`src/ehfp_map.svh`:
```
`ifndef EHFP_MAP_SVH
`define EHFP_MAP_SVH

// Clock rate used to turn times into cycle counts.
`define EHFP_CLK_KHZ 50000

// Command codes on {cmd_hi[1:0], cmd_lo[1:0]}.
`define EHFP_CMD_READ_ID 4'h0
`define EHFP_CMD_CHIP_ERASE 4'h1
`define EHFP_CMD_BLOCK_ERASE 4'hD
`define EHFP_CMD_SECTOR_ERASE 4'hB
`define EHFP_CMD_BYTE_PROGRAM 4'hE
`define EHFP_CMD_BYTE_VERIFY 4'hC
`define EHFP_CMD_SELECT 4'h9
`define EHFP_CMD_PROG_SEC_ONE 4'hF
`define EHFP_CMD_PROG_SEC_TWO 4'h3
`define EHFP_CMD_PROG_SEC_THREE 4'h5

// High address values that qualify the select command.
`define EHFP_AH_SELECT_BLOCK0 8'h55
`define EHFP_AH_SELECT_BLOCK1 8'hA5
`define EHFP_AH_PROG_CONFIG 8'h5A

// Read-type addresses (low byte, high byte zero).
`define EHFP_ADDR_MFR_ID 8'h30
`define EHFP_ADDR_DEV_ID 8'h31
`define EHFP_ADDR_SEC_CFG_STATUS 8'h60
`define EHFP_ADDR_CLK_MODE_STATUS 8'h61

// Status field positions.
`define EHFP_SEC_STAT_CFG_BIT 3
`define EHFP_SEC_STAT_ONE_BIT 2
`define EHFP_SEC_STAT_TWO_BIT 1
`define EHFP_SEC_STAT_THREE_BIT 0
`define EHFP_CLK_STAT_DOUBLE_BIT 1
`define EHFP_POLL_BIT 3

// Address layout.
`define EHFP_BLOCK1_LIMIT 16'h2000
`define EHFP_SECTOR_MASK 16'hFF80
`define EHFP_ERASED_BYTE 8'hFF

// Reset values.
`define EHFP_RST_BLOCK1_SEL 1'b1
`define EHFP_RST_BYTE 8'h00

// Times as printed, in their own units.
`define EHFP_T_CE_MS 150
`define EHFP_T_BE_MS 100
`define EHFP_T_SE_MS 30
`define EHFP_T_PB_US 50
`define EHFP_T_PS_US 80
`define EHFP_T_PSB_NS 500
`define EHFP_T_ARM_MS 1

// Cycle counts (shorter times round down; none below one cycle).
`define EHFP_CE_CYC (`EHFP_T_CE_MS * `EHFP_CLK_KHZ)
`define EHFP_BE_CYC (`EHFP_T_BE_MS * `EHFP_CLK_KHZ)
`define EHFP_SE_CYC (`EHFP_T_SE_MS * `EHFP_CLK_KHZ)
`define EHFP_ARM_CYC (`EHFP_T_ARM_MS * `EHFP_CLK_KHZ)
`define EHFP_PB_CYC ((`EHFP_T_PB_US * `EHFP_CLK_KHZ) / 1000)
`define EHFP_PS_CYC ((`EHFP_T_PS_US * `EHFP_CLK_KHZ) / 1000)
`define EHFP_PSB_CYC ((`EHFP_T_PSB_NS * `EHFP_CLK_KHZ) / 1000000)

`define EHFP_TIMER_W 23

`endif

```
`src/ehfp_pkg.sv`:
```
package ehfp_pkg;

	// Host-mode sequencer states.
	typedef enum logic [2:0] {
		HM_OFF,
		HM_UNARMED,
		HM_ARMING,
		HM_READY,
		HM_BUSY
	} ehfp_state_t;

	// Operation handed to the flash array.
	typedef enum logic [2:0] {
		OP_NONE,
		OP_CHIP_ERASE,
		OP_BLOCK_ERASE,
		OP_SECTOR_ERASE,
		OP_BYTE_PROGRAM,
		OP_SELECT_BLOCK,
		OP_PROG_BIT
	} ehfp_op_t;

endpackage

```
`src/ehfp_programmer.sv`:
```
// Notes on behaviour
// - Program strobe fall starts timed operations internally.
// - Reads follow command and address, not strobe.
// - Select block 0 steers later commands there.
// - Block 1 covers only addresses below 2000H.
// - Block 1 selected at entry, after chip erase.
// - Erase leaves bytes FFH; program needs erased.
// - Chip erase clears all, ignores lock, clears bits.
// - Block erase selected block, refused when locked.
// - Sector erase 128-byte sector, refused when locked.
// - Byte program suppressed when any lock set.
// - Byte verify returns code byte unless locked.
// - Security bit commands set; chip erase clears.
// - Config bit command sets; chip erase clears.
// - Host mode runs oscillator, holds CPU reset.
// - Ready/busy low during operation, high after.
// - Busy verify polls inverted bit 3 (zero during erases), rest zero.
// - Status reads at 60H and 61H.
// - Status reads do not arm the device.
// - Erase times 150, 100, 30 ms maximum.
// - Bit program 80 us, block select 500 ns.
// - Byte program 50 us; host erases first.
// - Four-bit command decode with high-address qualifiers.
// - Commands accepted only 1 ms after arming.
// - Non Read-ID commands before arming are ignored.
// - Commands are strobe-low pulses; others undefined.
`timescale 1ns/1ps
`include "ehfp_map.svh"

module ehfp_programmer
	import ehfp_pkg::*;
#(
	parameter int CE_CYCLES = `EHFP_CE_CYC,
	parameter int BE_CYCLES = `EHFP_BE_CYC,
	parameter int SE_CYCLES = `EHFP_SE_CYC,
	parameter int ARM_CYCLES = `EHFP_ARM_CYC,
	parameter logic [7:0] MFR_ID = 8'h5C, // Arbitrary value.
	parameter logic [7:0] DEV_ID = 8'h3A // Arbitrary value.
) (
	// Clock and reset.
	input wire logic clk_sys,
	input wire logic rst_b,
	// Host pins (asynchronous).
	input wire logic reset_pin,
	input wire logic host_mode_strobe_n,
	input wire logic prog_strobe_n,
	input wire logic external_access_n,
	input wire logic [3:0] cmd_pins,
	input wire logic [7:0] addr_hi,
	input wire logic [7:0] addr_lo,
	// Data port, two-way.
	input wire logic [7:0] data_in,
	output logic [7:0] data_out,
	output logic data_oe_n,
	// Ready/busy pin.
	output logic ready_busy,
	// Chip-level control.
	input wire logic clock_double_status,
	output logic osc_enable,
	output logic cpu_hold_reset,
	// Flash array.
	output ehfp_op_t flash_op,
	output logic flash_op_active,
	output logic [16:0] flash_addr,
	output logic [7:0] flash_wdata,
	output logic [16:0] flash_rd_addr,
	input wire logic [7:0] flash_rd_data
);

	localparam int PIN_W = 32;

	logic [PIN_W-1:0] pins_clean;
	logic rst_pin_f;
	logic hms_n_f;
	logic prog_n_f;
	logic ext_acc_n_f;
	logic [3:0] cmd_f;
	logic [7:0] ah_f;
	logic [7:0] al_f;
	logic [7:0] din_f;
	logic hms_n_q;
	logic prog_n_q;
	logic hm_enter;
	logic hm_stay;
	logic prog_fall;
	logic accept;
	logic locked;
	logic is_status_addr;
	logic is_read_id;
	ehfp_state_t state;
	ehfp_op_t next_op;
	logic [`EHFP_TIMER_W-1:0] timer;
	logic [`EHFP_TIMER_W-1:0] next_dur;
	logic block1_sel;
	logic sec_one;
	logic sec_two;
	logic sec_three;
	logic cfg_bit;
	logic [7:0] last_data;
	logic last_was_erase;
	logic [15:0] addr16;

	// Maps a host address to {block, address} under the current block selection.
	function automatic logic [16:0] map_addr(input logic sel1, input logic [15:0] a);
		logic blk;
		blk = sel1 && (a < `EHFP_BLOCK1_LIMIT);
		return {blk, a};
	endfunction

	// All host pins pass the three-stage filter before any logic looks at them; clock_double_status is read unfiltered.
	ehfp_pin_sync #(
		.WIDTH(PIN_W)
	) u_pin_sync (
		.clk_sys(clk_sys),
		.rst_b(rst_b),
		.pin_raw({reset_pin, host_mode_strobe_n, prog_strobe_n, external_access_n,
			cmd_pins, addr_hi, addr_lo, data_in}),
		.pin_clean(pins_clean)
	);

	assign {rst_pin_f, hms_n_f, prog_n_f, ext_acc_n_f, cmd_f, ah_f, al_f, din_f} = pins_clean;
	assign addr16 = {ah_f, al_f};

	// Edge history of the two strobes. It resets to the filter's reset level, so
	// no false fall is seen while the filtered pins climb to their idle level.
	always_ff @(posedge clk_sys or negedge rst_b) begin
		if (!rst_b) begin
			hms_n_q <= 1'b0;
			prog_n_q <= 1'b0;
		end else begin
			hms_n_q <= hms_n_f;
			prog_n_q <= prog_n_f;
		end
	end

	assign hm_enter = rst_pin_f && hms_n_q && !hms_n_f;
	assign hm_stay = rst_pin_f && !hms_n_f;
	assign prog_fall = prog_n_q && !prog_n_f;
	assign locked = sec_one || sec_two || sec_three;
	assign is_status_addr = (ah_f == 8'h00) && ((al_f == `EHFP_ADDR_SEC_CFG_STATUS) ||
		(al_f == `EHFP_ADDR_CLK_MODE_STATUS));
	assign is_read_id = (cmd_f == `EHFP_CMD_READ_ID) && !is_status_addr;
	// Commands start only when armed, idle and external access is high.
	assign accept = (state == HM_READY) && prog_fall && ext_acc_n_f;

	// Command decode into an operation and its duration.
	always_comb begin
		next_op = OP_NONE;
		next_dur = `EHFP_TIMER_W'(1);
		unique case (cmd_f)
			`EHFP_CMD_CHIP_ERASE: begin
				next_op = OP_CHIP_ERASE;
				next_dur = `EHFP_TIMER_W'(CE_CYCLES);
			end
			`EHFP_CMD_BLOCK_ERASE: begin
				next_op = locked ? OP_NONE : OP_BLOCK_ERASE;
				next_dur = `EHFP_TIMER_W'(BE_CYCLES);
			end
			`EHFP_CMD_SECTOR_ERASE: begin
				next_op = locked ? OP_NONE : OP_SECTOR_ERASE;
				next_dur = `EHFP_TIMER_W'(SE_CYCLES);
			end
			`EHFP_CMD_BYTE_PROGRAM: begin
				next_op = locked ? OP_NONE : OP_BYTE_PROGRAM;
				next_dur = `EHFP_TIMER_W'(`EHFP_PB_CYC);
			end
			`EHFP_CMD_SELECT: begin
				if (ah_f == `EHFP_AH_SELECT_BLOCK0 || ah_f == `EHFP_AH_SELECT_BLOCK1) begin
					next_op = OP_SELECT_BLOCK;
					next_dur = `EHFP_TIMER_W'(`EHFP_PSB_CYC);
				end else if (ah_f == `EHFP_AH_PROG_CONFIG) begin
					next_op = OP_PROG_BIT;
					next_dur = `EHFP_TIMER_W'(`EHFP_PS_CYC);
				end
			end
			`EHFP_CMD_PROG_SEC_ONE, `EHFP_CMD_PROG_SEC_TWO, `EHFP_CMD_PROG_SEC_THREE: begin
				next_op = OP_PROG_BIT;
				next_dur = `EHFP_TIMER_W'(`EHFP_PS_CYC);
			end
			default: begin
				next_op = OP_NONE;
			end
		endcase
	end

	// Sequencer: entry, arming delay, and timed operations. Leaving host mode
	// aborts whatever is running, since the oscillator stops with it.
	always_ff @(posedge clk_sys or negedge rst_b) begin
		if (!rst_b) begin
			state <= HM_OFF;
			timer <= '0;
			flash_op <= OP_NONE;
			flash_op_active <= 1'b0;
		end else if (state != HM_OFF && !hm_stay) begin
			state <= HM_OFF;
			timer <= '0;
			flash_op <= OP_NONE;
			flash_op_active <= 1'b0;
		end else begin
			unique case (state)
				HM_OFF: begin
					if (hm_enter) begin
						state <= HM_UNARMED;
					end
				end
				HM_UNARMED: begin
					if (is_read_id) begin
						state <= HM_ARMING;
						timer <= `EHFP_TIMER_W'(ARM_CYCLES);
					end
				end
				HM_ARMING: begin
					if (timer <= `EHFP_TIMER_W'(1)) begin
						state <= HM_READY;
						timer <= '0;
					end else begin
						timer <= timer - `EHFP_TIMER_W'(1);
					end
				end
				HM_READY: begin
					if (accept && next_op != OP_NONE) begin
						state <= HM_BUSY;
						timer <= next_dur;
						flash_op <= next_op;
						flash_op_active <= 1'b1;
					end
				end
				HM_BUSY: begin
					if (timer <= `EHFP_TIMER_W'(1)) begin
						state <= HM_READY;
						timer <= '0;
						flash_op <= OP_NONE;
						flash_op_active <= 1'b0;
					end else begin
						timer <= timer - `EHFP_TIMER_W'(1);
					end
				end
			endcase
		end
	end

	// Array address and data for the operation being started. Sector erase
	// hands over the sector base; the array itself writes erased bytes as FFH.
	always_ff @(posedge clk_sys or negedge rst_b) begin
		if (!rst_b) begin
			flash_addr <= '0;
			flash_wdata <= `EHFP_RST_BYTE;
		end else if (state == HM_READY && accept && next_op != OP_NONE) begin
			unique case (next_op)
				OP_SECTOR_ERASE: flash_addr <= map_addr(block1_sel,
					addr16 & `EHFP_SECTOR_MASK);
				OP_BLOCK_ERASE: flash_addr <= {block1_sel, 16'h0000};
				default: flash_addr <= map_addr(block1_sel, addr16);
			endcase
			flash_wdata <= (next_op == OP_BYTE_PROGRAM) ? din_f : `EHFP_ERASED_BYTE;
		end
	end

	// Block selection: block 1 on entry and after chip erase, else as commanded.
	always_ff @(posedge clk_sys or negedge rst_b) begin
		if (!rst_b) begin
			block1_sel <= `EHFP_RST_BLOCK1_SEL;
		end else if (hm_enter) begin
			block1_sel <= 1'b1;
		end else if (state == HM_BUSY && flash_op == OP_CHIP_ERASE && timer <= `EHFP_TIMER_W'(1)
				&& hm_stay) begin
			block1_sel <= 1'b1;
		end else if (state == HM_READY && accept && next_op == OP_SELECT_BLOCK) begin
			block1_sel <= (ah_f == `EHFP_AH_SELECT_BLOCK1);
		end
	end

	// Security and configuration bits: set by their commands, cleared only when
	// a chip erase completes.
	always_ff @(posedge clk_sys or negedge rst_b) begin
		if (!rst_b) begin
			sec_one <= 1'b0;
			sec_two <= 1'b0;
			sec_three <= 1'b0;
			cfg_bit <= 1'b0;
		end else if (state == HM_BUSY && flash_op == OP_CHIP_ERASE && timer <= `EHFP_TIMER_W'(1)
				&& hm_stay) begin
			sec_one <= 1'b0;
			sec_two <= 1'b0;
			sec_three <= 1'b0;
			cfg_bit <= 1'b0;
		end else if (state == HM_READY && accept && next_op == OP_PROG_BIT) begin
			if (cmd_f == `EHFP_CMD_PROG_SEC_ONE) sec_one <= 1'b1;
			if (cmd_f == `EHFP_CMD_PROG_SEC_TWO) sec_two <= 1'b1;
			if (cmd_f == `EHFP_CMD_PROG_SEC_THREE) sec_three <= 1'b1;
			if (cmd_f == `EHFP_CMD_SELECT) cfg_bit <= 1'b1;
		end
	end

	// Last byte loaded, kept for polling while busy.
	always_ff @(posedge clk_sys or negedge rst_b) begin
		if (!rst_b) begin
			last_data <= `EHFP_RST_BYTE;
			last_was_erase <= 1'b0;
		end else if (state == HM_READY && accept && next_op != OP_NONE) begin
			last_data <= din_f;
			last_was_erase <= (next_op == OP_CHIP_ERASE || next_op == OP_BLOCK_ERASE ||
				next_op == OP_SECTOR_ERASE);
		end
	end

	// Read path: re-evaluated every cycle from command and address alone, so it
	// never waits for the program strobe. Output lags the pins by the filter delay.
	always_ff @(posedge clk_sys or negedge rst_b) begin
		if (!rst_b) begin
			flash_rd_addr <= '0;
			data_out <= `EHFP_RST_BYTE;
			data_oe_n <= 1'b1;
		end else begin
			flash_rd_addr <= map_addr(block1_sel, addr16);
			data_out <= `EHFP_RST_BYTE;
			data_oe_n <= 1'b1;
			if (state != HM_OFF && cmd_f == `EHFP_CMD_READ_ID) begin
				data_oe_n <= 1'b0;
				if (ah_f == 8'h00) begin
					unique case (al_f)
						`EHFP_ADDR_MFR_ID: data_out <= MFR_ID;
						`EHFP_ADDR_DEV_ID: data_out <= DEV_ID;
						`EHFP_ADDR_SEC_CFG_STATUS: begin
							data_out[`EHFP_SEC_STAT_CFG_BIT] <= cfg_bit;
							data_out[`EHFP_SEC_STAT_ONE_BIT] <= sec_one;
							data_out[`EHFP_SEC_STAT_TWO_BIT] <= sec_two;
							data_out[`EHFP_SEC_STAT_THREE_BIT] <= sec_three;
						end
						`EHFP_ADDR_CLK_MODE_STATUS: begin
							data_out[`EHFP_CLK_STAT_DOUBLE_BIT] <= clock_double_status;
						end
						default: data_out <= `EHFP_RST_BYTE;
					endcase
				end
			end else if ((state == HM_READY || state == HM_BUSY) &&
					cmd_f == `EHFP_CMD_BYTE_VERIFY) begin
				data_oe_n <= 1'b0;
				if (locked) begin
					data_out <= `EHFP_RST_BYTE;
				end else if (state == HM_BUSY) begin
					data_out[`EHFP_POLL_BIT] <= !last_was_erase &&
						!last_data[`EHFP_POLL_BIT];
				end else begin
					data_out <= flash_rd_data;
				end
			end
		end
	end

	// Pins toward the host and the chip.
	always_ff @(posedge clk_sys or negedge rst_b) begin
		if (!rst_b) begin
			ready_busy <= 1'b1;
			osc_enable <= 1'b0;
			cpu_hold_reset <= 1'b0;
		end else begin
			ready_busy <= !(state == HM_BUSY && hm_stay);
			osc_enable <= (state != HM_OFF) ? hm_stay : hm_enter;
			cpu_hold_reset <= (state != HM_OFF) ? hm_stay : hm_enter;
		end
	end

endmodule // ehfp_programmer

```
`src/ehfp_pin_sync.sv`:
```
`timescale 1ns/1ps

module ehfp_pin_sync #(
	parameter int WIDTH = 32
) (
	// Clock and reset.
	input wire logic clk_sys,
	input wire logic rst_b,
	// Raw pins and filtered levels.
	input wire logic [WIDTH-1:0] pin_raw,
	output logic [WIDTH-1:0] pin_clean
);

	genvar i;

	// Three stages per bit; a change is accepted only when stages two and three agree,
	// so a one-cycle glitch at the second stage never reaches the sequencer.
	generate
		for (i = 0; i < WIDTH; i++) begin : g_bit
			logic s1;
			logic s2;
			logic s3;
			always_ff @(posedge clk_sys or negedge rst_b) begin
				if (!rst_b) begin
					s1 <= 1'b0;
					s2 <= 1'b0;
					s3 <= 1'b0;
					pin_clean[i] <= 1'b0;
				end else begin
					s1 <= pin_raw[i];
					s2 <= s1;
					s3 <= s2;
					if (s2 == s3) begin
						pin_clean[i] <= s3;
					end
				end
			end
		end
	endgenerate

endmodule // ehfp_pin_sync

```
`config.mk`:
```
export PLATFORM = sky130hd
export DESIGN_NAME = ehfp_programmer
export DESIGN_NICKNAME = d
export VERILOG_FILES = /design/src/ehfp_pkg.sv /design/src/ehfp_programmer.sv /design/src/ehfp_pin_sync.sv
export VERILOG_INCLUDE_DIRS = /design/src
export SDC_FILE = /design/constraint.sdc
export NUM_CORES = 1
export LEC_CHECK = 0
export CAP_MARGIN = 20
export CORE_ASPECT_RATIO = 1.5
export CORE_UTILIZATION = 47
export DETAILED_ROUTE_END_ITERATION = 12
export DONT_BUFFER_PORTS = 1
export GPL_ROUTABILITY_DRIVEN = 0
export PLACE_DENSITY_LB_ADDON = 0.05
export SLEW_MARGIN = 15
export SYNTH_ARGS = -nofsm -noshare
export SYNTH_HDL_FRONTEND = slang
export SYNTH_SLANG_ARGS = --single-unit
```
`constraint.sdc`:
```
create_clock -name clk_sys -period 3.5 [get_ports clk_sys]
set_input_delay 0.175 -clock clk_sys [delete_from_list [all_inputs] [get_ports clk_sys]]
set_output_delay 0.175 -clock clk_sys [all_outputs]
set_load 0.05 [all_outputs]
```
==> run_results.csv <==
group,metric,value,unit
run_status,status,"complete, but fails checks",
run_status,violations,"hold timing",
finish,fillCellCount,1448,
sta,finalCritPeriodShare,80.8,%
power_and_ir_drop,p_switching,2770,uW
worst_setup_path,cp_max_fo,8,
detailed_routing,drtAntennaViolNets,0,
sta,finalHoldViolations,220,
finish,final-instance-count-excl-fill,952,
power_and_ir_drop,seq_power_share,49.3,%
clock_tree,cts-root-buf,"clkbuf_16",
yosys,synth.area.top_cells,"dfrtp_1 65%, maj3_1 3.8%, nand2_1 2.9%",
sta,fmax,354,MHz
power_and_ir_drop,peakVddDrop,0.000665,V
yosys,syn_inst,683,
finish,syn_to_final_growth,15.2,%
yosys,netlist.area_leader.share,65.0,%
clock_tree,cts_tree,"yes",
placed_design,place_area,8540,um^2
yosys,syn-num-nets,728,
sta,setup_viol,0,
yosys,postSynthAreaPerCell,12.2,um^2
placed_design,place_inst,872,
yosys,synth_area,8350,um^2
hold_path,worstHoldPathType,"in2async",
yosys,yosys_warnings,0,
sta,final.setup.tns,0,ns
global_routing,grt_max_degree,221,
yosys,synth_top_family_by_area,"compound AO/OA/AOI/OAI gates",
sta,finalMaxSlewViolations,0,
global_routing,grt.overflow.total,0,
sta,skew,0.0135,ns
floorplanning,initial_utilization,48.1,%
sta,worstMarginPinSlew,0.897,ns
yosys,synth_ff_type,"dfrtp_1",
sta,rsz0062_at_grt,"false",
clock_tree,cts.sinks,220,
clock_tree,htreeDepth,1,
placed_design,portBuffers,0,
yosys,synth_area_leader_cell,"dfrtp_1",
detailed_routing,drc,0,
clock_tree,cts_resized,0,
power_and_ir_drop,switching_share,37.1,%
detailed_routing,via_per_inst,5.78,
finish,fin_area,9610,um^2
floorplanning,die_w,111,um
worst_setup_path,arrival,3.21,ns
yosys,yosys.area_share.adder,4.14,%
global_routing,gr-usage-all-layers,21.4,%
floorplanning,rows,59,
worst_setup_path,end_kind,"register",
floorplanning,fp.dieH,165,um
worst_setup_path,required,3.88,ns
global_routing,antenna_found_initial,0,
finish,finalCoreUtilization,55.4,%
floorplanning,die-area,18300,um^2
power_and_ir_drop,p_int,4700,uW
yosys,synth-async-reset-ratio,100,%
job,max_cap_viol_count,0,
yosys,yosys-mux-area-fraction,1.27,%
detailed_routing,via_count,5504,
clock_tree,post_cts_buffers,0,
clock_tree,hold_buffers,40,
global_routing,grt_pass1_vias,5773,
yosys,synth_compound_area_share,13.0,%
finish,drive_gt1_share,8.66,%
yosys,synth-xor-area-share,0.315,%
sta,hold_ws,-0.629,ns
power_and_ir_drop,powerDensity,777,nW/um^2
worst_setup_path,rrSetupSlack,0.67,ns
floorplanning,num_io_pins,101,
sta,fin_crit,2.83,ns
yosys,synthDistinctLibCells,73,
finish,seqCellArea,5510,um^2
global_routing,grt_pass1_wl,30800,um
worst_setup_path,cp-start-kind,"register",
clock_tree,clkLatencyLatePin,0.50,ns
clock_tree,clock_path_buffers,3,
finish,fin_nets,768,
worst_setup_path,critPathKind,"reg2reg",
yosys,synth-edff-count,0,
detailed_routing,wirelength,19100,um
detailed_routing,drt_iter0_markers,298,
finish,multi_input_area,2640,um^2
clock_tree,clk_pin_slew,0.07,ns
finish,diodes,0,
power_and_ir_drop,finalPower,7470,uW
placed_design,hpwlAfterDp,12900,um
clock_tree,numCtsBuffers,22,
power_and_ir_drop,p_leak,0.00413,uW
yosys,yosys.area_share.simple,12.9,%
detailed_routing,post_drt_wl_per_cell,20.0,um
power_and_ir_drop,pwr-share-comb,21.5,%
yosys,ys_seq_area_share,66.0,%
yosys,ys_seq_elements,220,
floorplanning,core_area,17300,um^2
power_and_ir_drop,p_clk_share,29.2,%
sta,slew_headroom,40.0,%
detailed_routing,dr.pass1.iters,5,
==> cells by family (layout without fill, tap and decap cells) <==
logic type	after synthesis	count (layout)
compound gates	161	161
xor+xnor	3	3
fa+ha+maj	34	34
buf+inv	49	105
flops	220	220
mux	10	10
simple gates	206	206
==> state kept, by name (all words and copies together) (netlist names), 3 cells and up <==
register and count:
data_out 8, flash_addr 17, flash_op 3, flash_rd_addr 17
flash_wdata 8, state 3, timer 23, u_pin_sync.g_bit.s1 32
u_pin_sync.g_bit.s2 32, u_pin_sync.g_bit.s3 32, u_pin_sync.pin_clean 32
==> path summary, 6_finish.rpt <==
check	startpoint	endpoint	cells past startpoint
hold reg to reg	u_pin_sync.g_bit[10].s1	u_pin_sync.g_bit[10].s2	0
setup reg to reg	timer[1]	flash_op[2]	8
min in group clk_sys	clock_double_status	data_out[1]	4
hold / removal	rst_b	timer[17]	0
setup / recovery	timer[1]	flash_op[2]	8
max in group asynchronous	rst_b	u_pin_sync.g_bit[25].s2	0
==> Yosys cell counts, drive strengths merged, types with 5 or more instances <==
| library cell | count |
|---|---|
| a211oi | 17 |
| a21oi | 26 |
| a31oi | 17 |
| and2 | 7 |
| buf | 11 |
| clkbuf | 22 |
| dfrtp | 217 |
| inv | 16 |
| maj3 | 32 |
| mux2 | 5 |
| mux2i | 5 |
| nand2 | 64 |
| nand2b | 5 |
| nand3 | 6 |
| nor2 | 39 |
| nor2b | 9 |
| nor3 | 28 |
| nor4 | 7 |
| o21ai | 45 |
| o31ai | 23 |
| or3 | 11 |
==> area by class of cell <==
class	count	share of cell area (%)
well taps	213	2.77
clock inverters	8	0.573
inverters	16	0.625
clock buffers	32	6.44
repair buffers	49	4.87
multi-input cells	414	27.4
flip-flops and latches	220	57.3
==> power by group through the flow <==
stage | sequential (uW) | combinational [uW] | clock, uW
floorplan | 3560 | 1260 | 0
global placement | 3720 | 1530 | 0
detailed placement | 3730 | 1560 | 0
CTS | 3690 | 1600 | 2250
global route | 3730 | 1780 | 2350
finish | 3680 | 1610 | 2180
==> placed cells by master, fill, tap and decap left out, types with 6 or more instances in the layout <==
master	instances
clkbuf_16	23
nor2b_1	9
maj3_1	32
and2_1	7
a211oi_1	16
o21ai_0	44
nor2_1	38
clkbuf_1	8
buf_4	9
or3_1	11
nand2_1	64
a31oi_1	16
dfrtp_1	217
inv_1	16
a21oi_1	26
nor3_1	28
dlygate4sd3_1	40
nand3_1	6
o31ai_1	23
==> per-stage QoR <==
step           setup slack [ns]  hold slack, ns
2_1_floorplan              1.05          -0.121
3_3_place_gp              0.758          -0.116
3_5_place_dp              0.694          -0.115
4_1_cts                   0.683          -0.648
5_1_grt                   0.571          -0.656
6_report                  0.673          -0.629
==> per-layer routing <==
metal | track usage, % | wire length (um)
met5 | 0 | 0
met4 | 11.8 | 937
met3 | 4.01 | 929
met2 | 37.2 | 9680
met1 | 25.2 | 7510
==> critical path, stage by stage, from the launching register on <==
cell and delay [ns]:
dfrtp_1 0.38, inv_1 0.10, ha_1 0.14, nor4b_1 0.55, inv_1 0.25, a211oi_4 0.49
nand2_1 0.17, a31oi_4 0.28, mux2_2 0.36
Note: power is estimated with default switching activity, not from simulation.
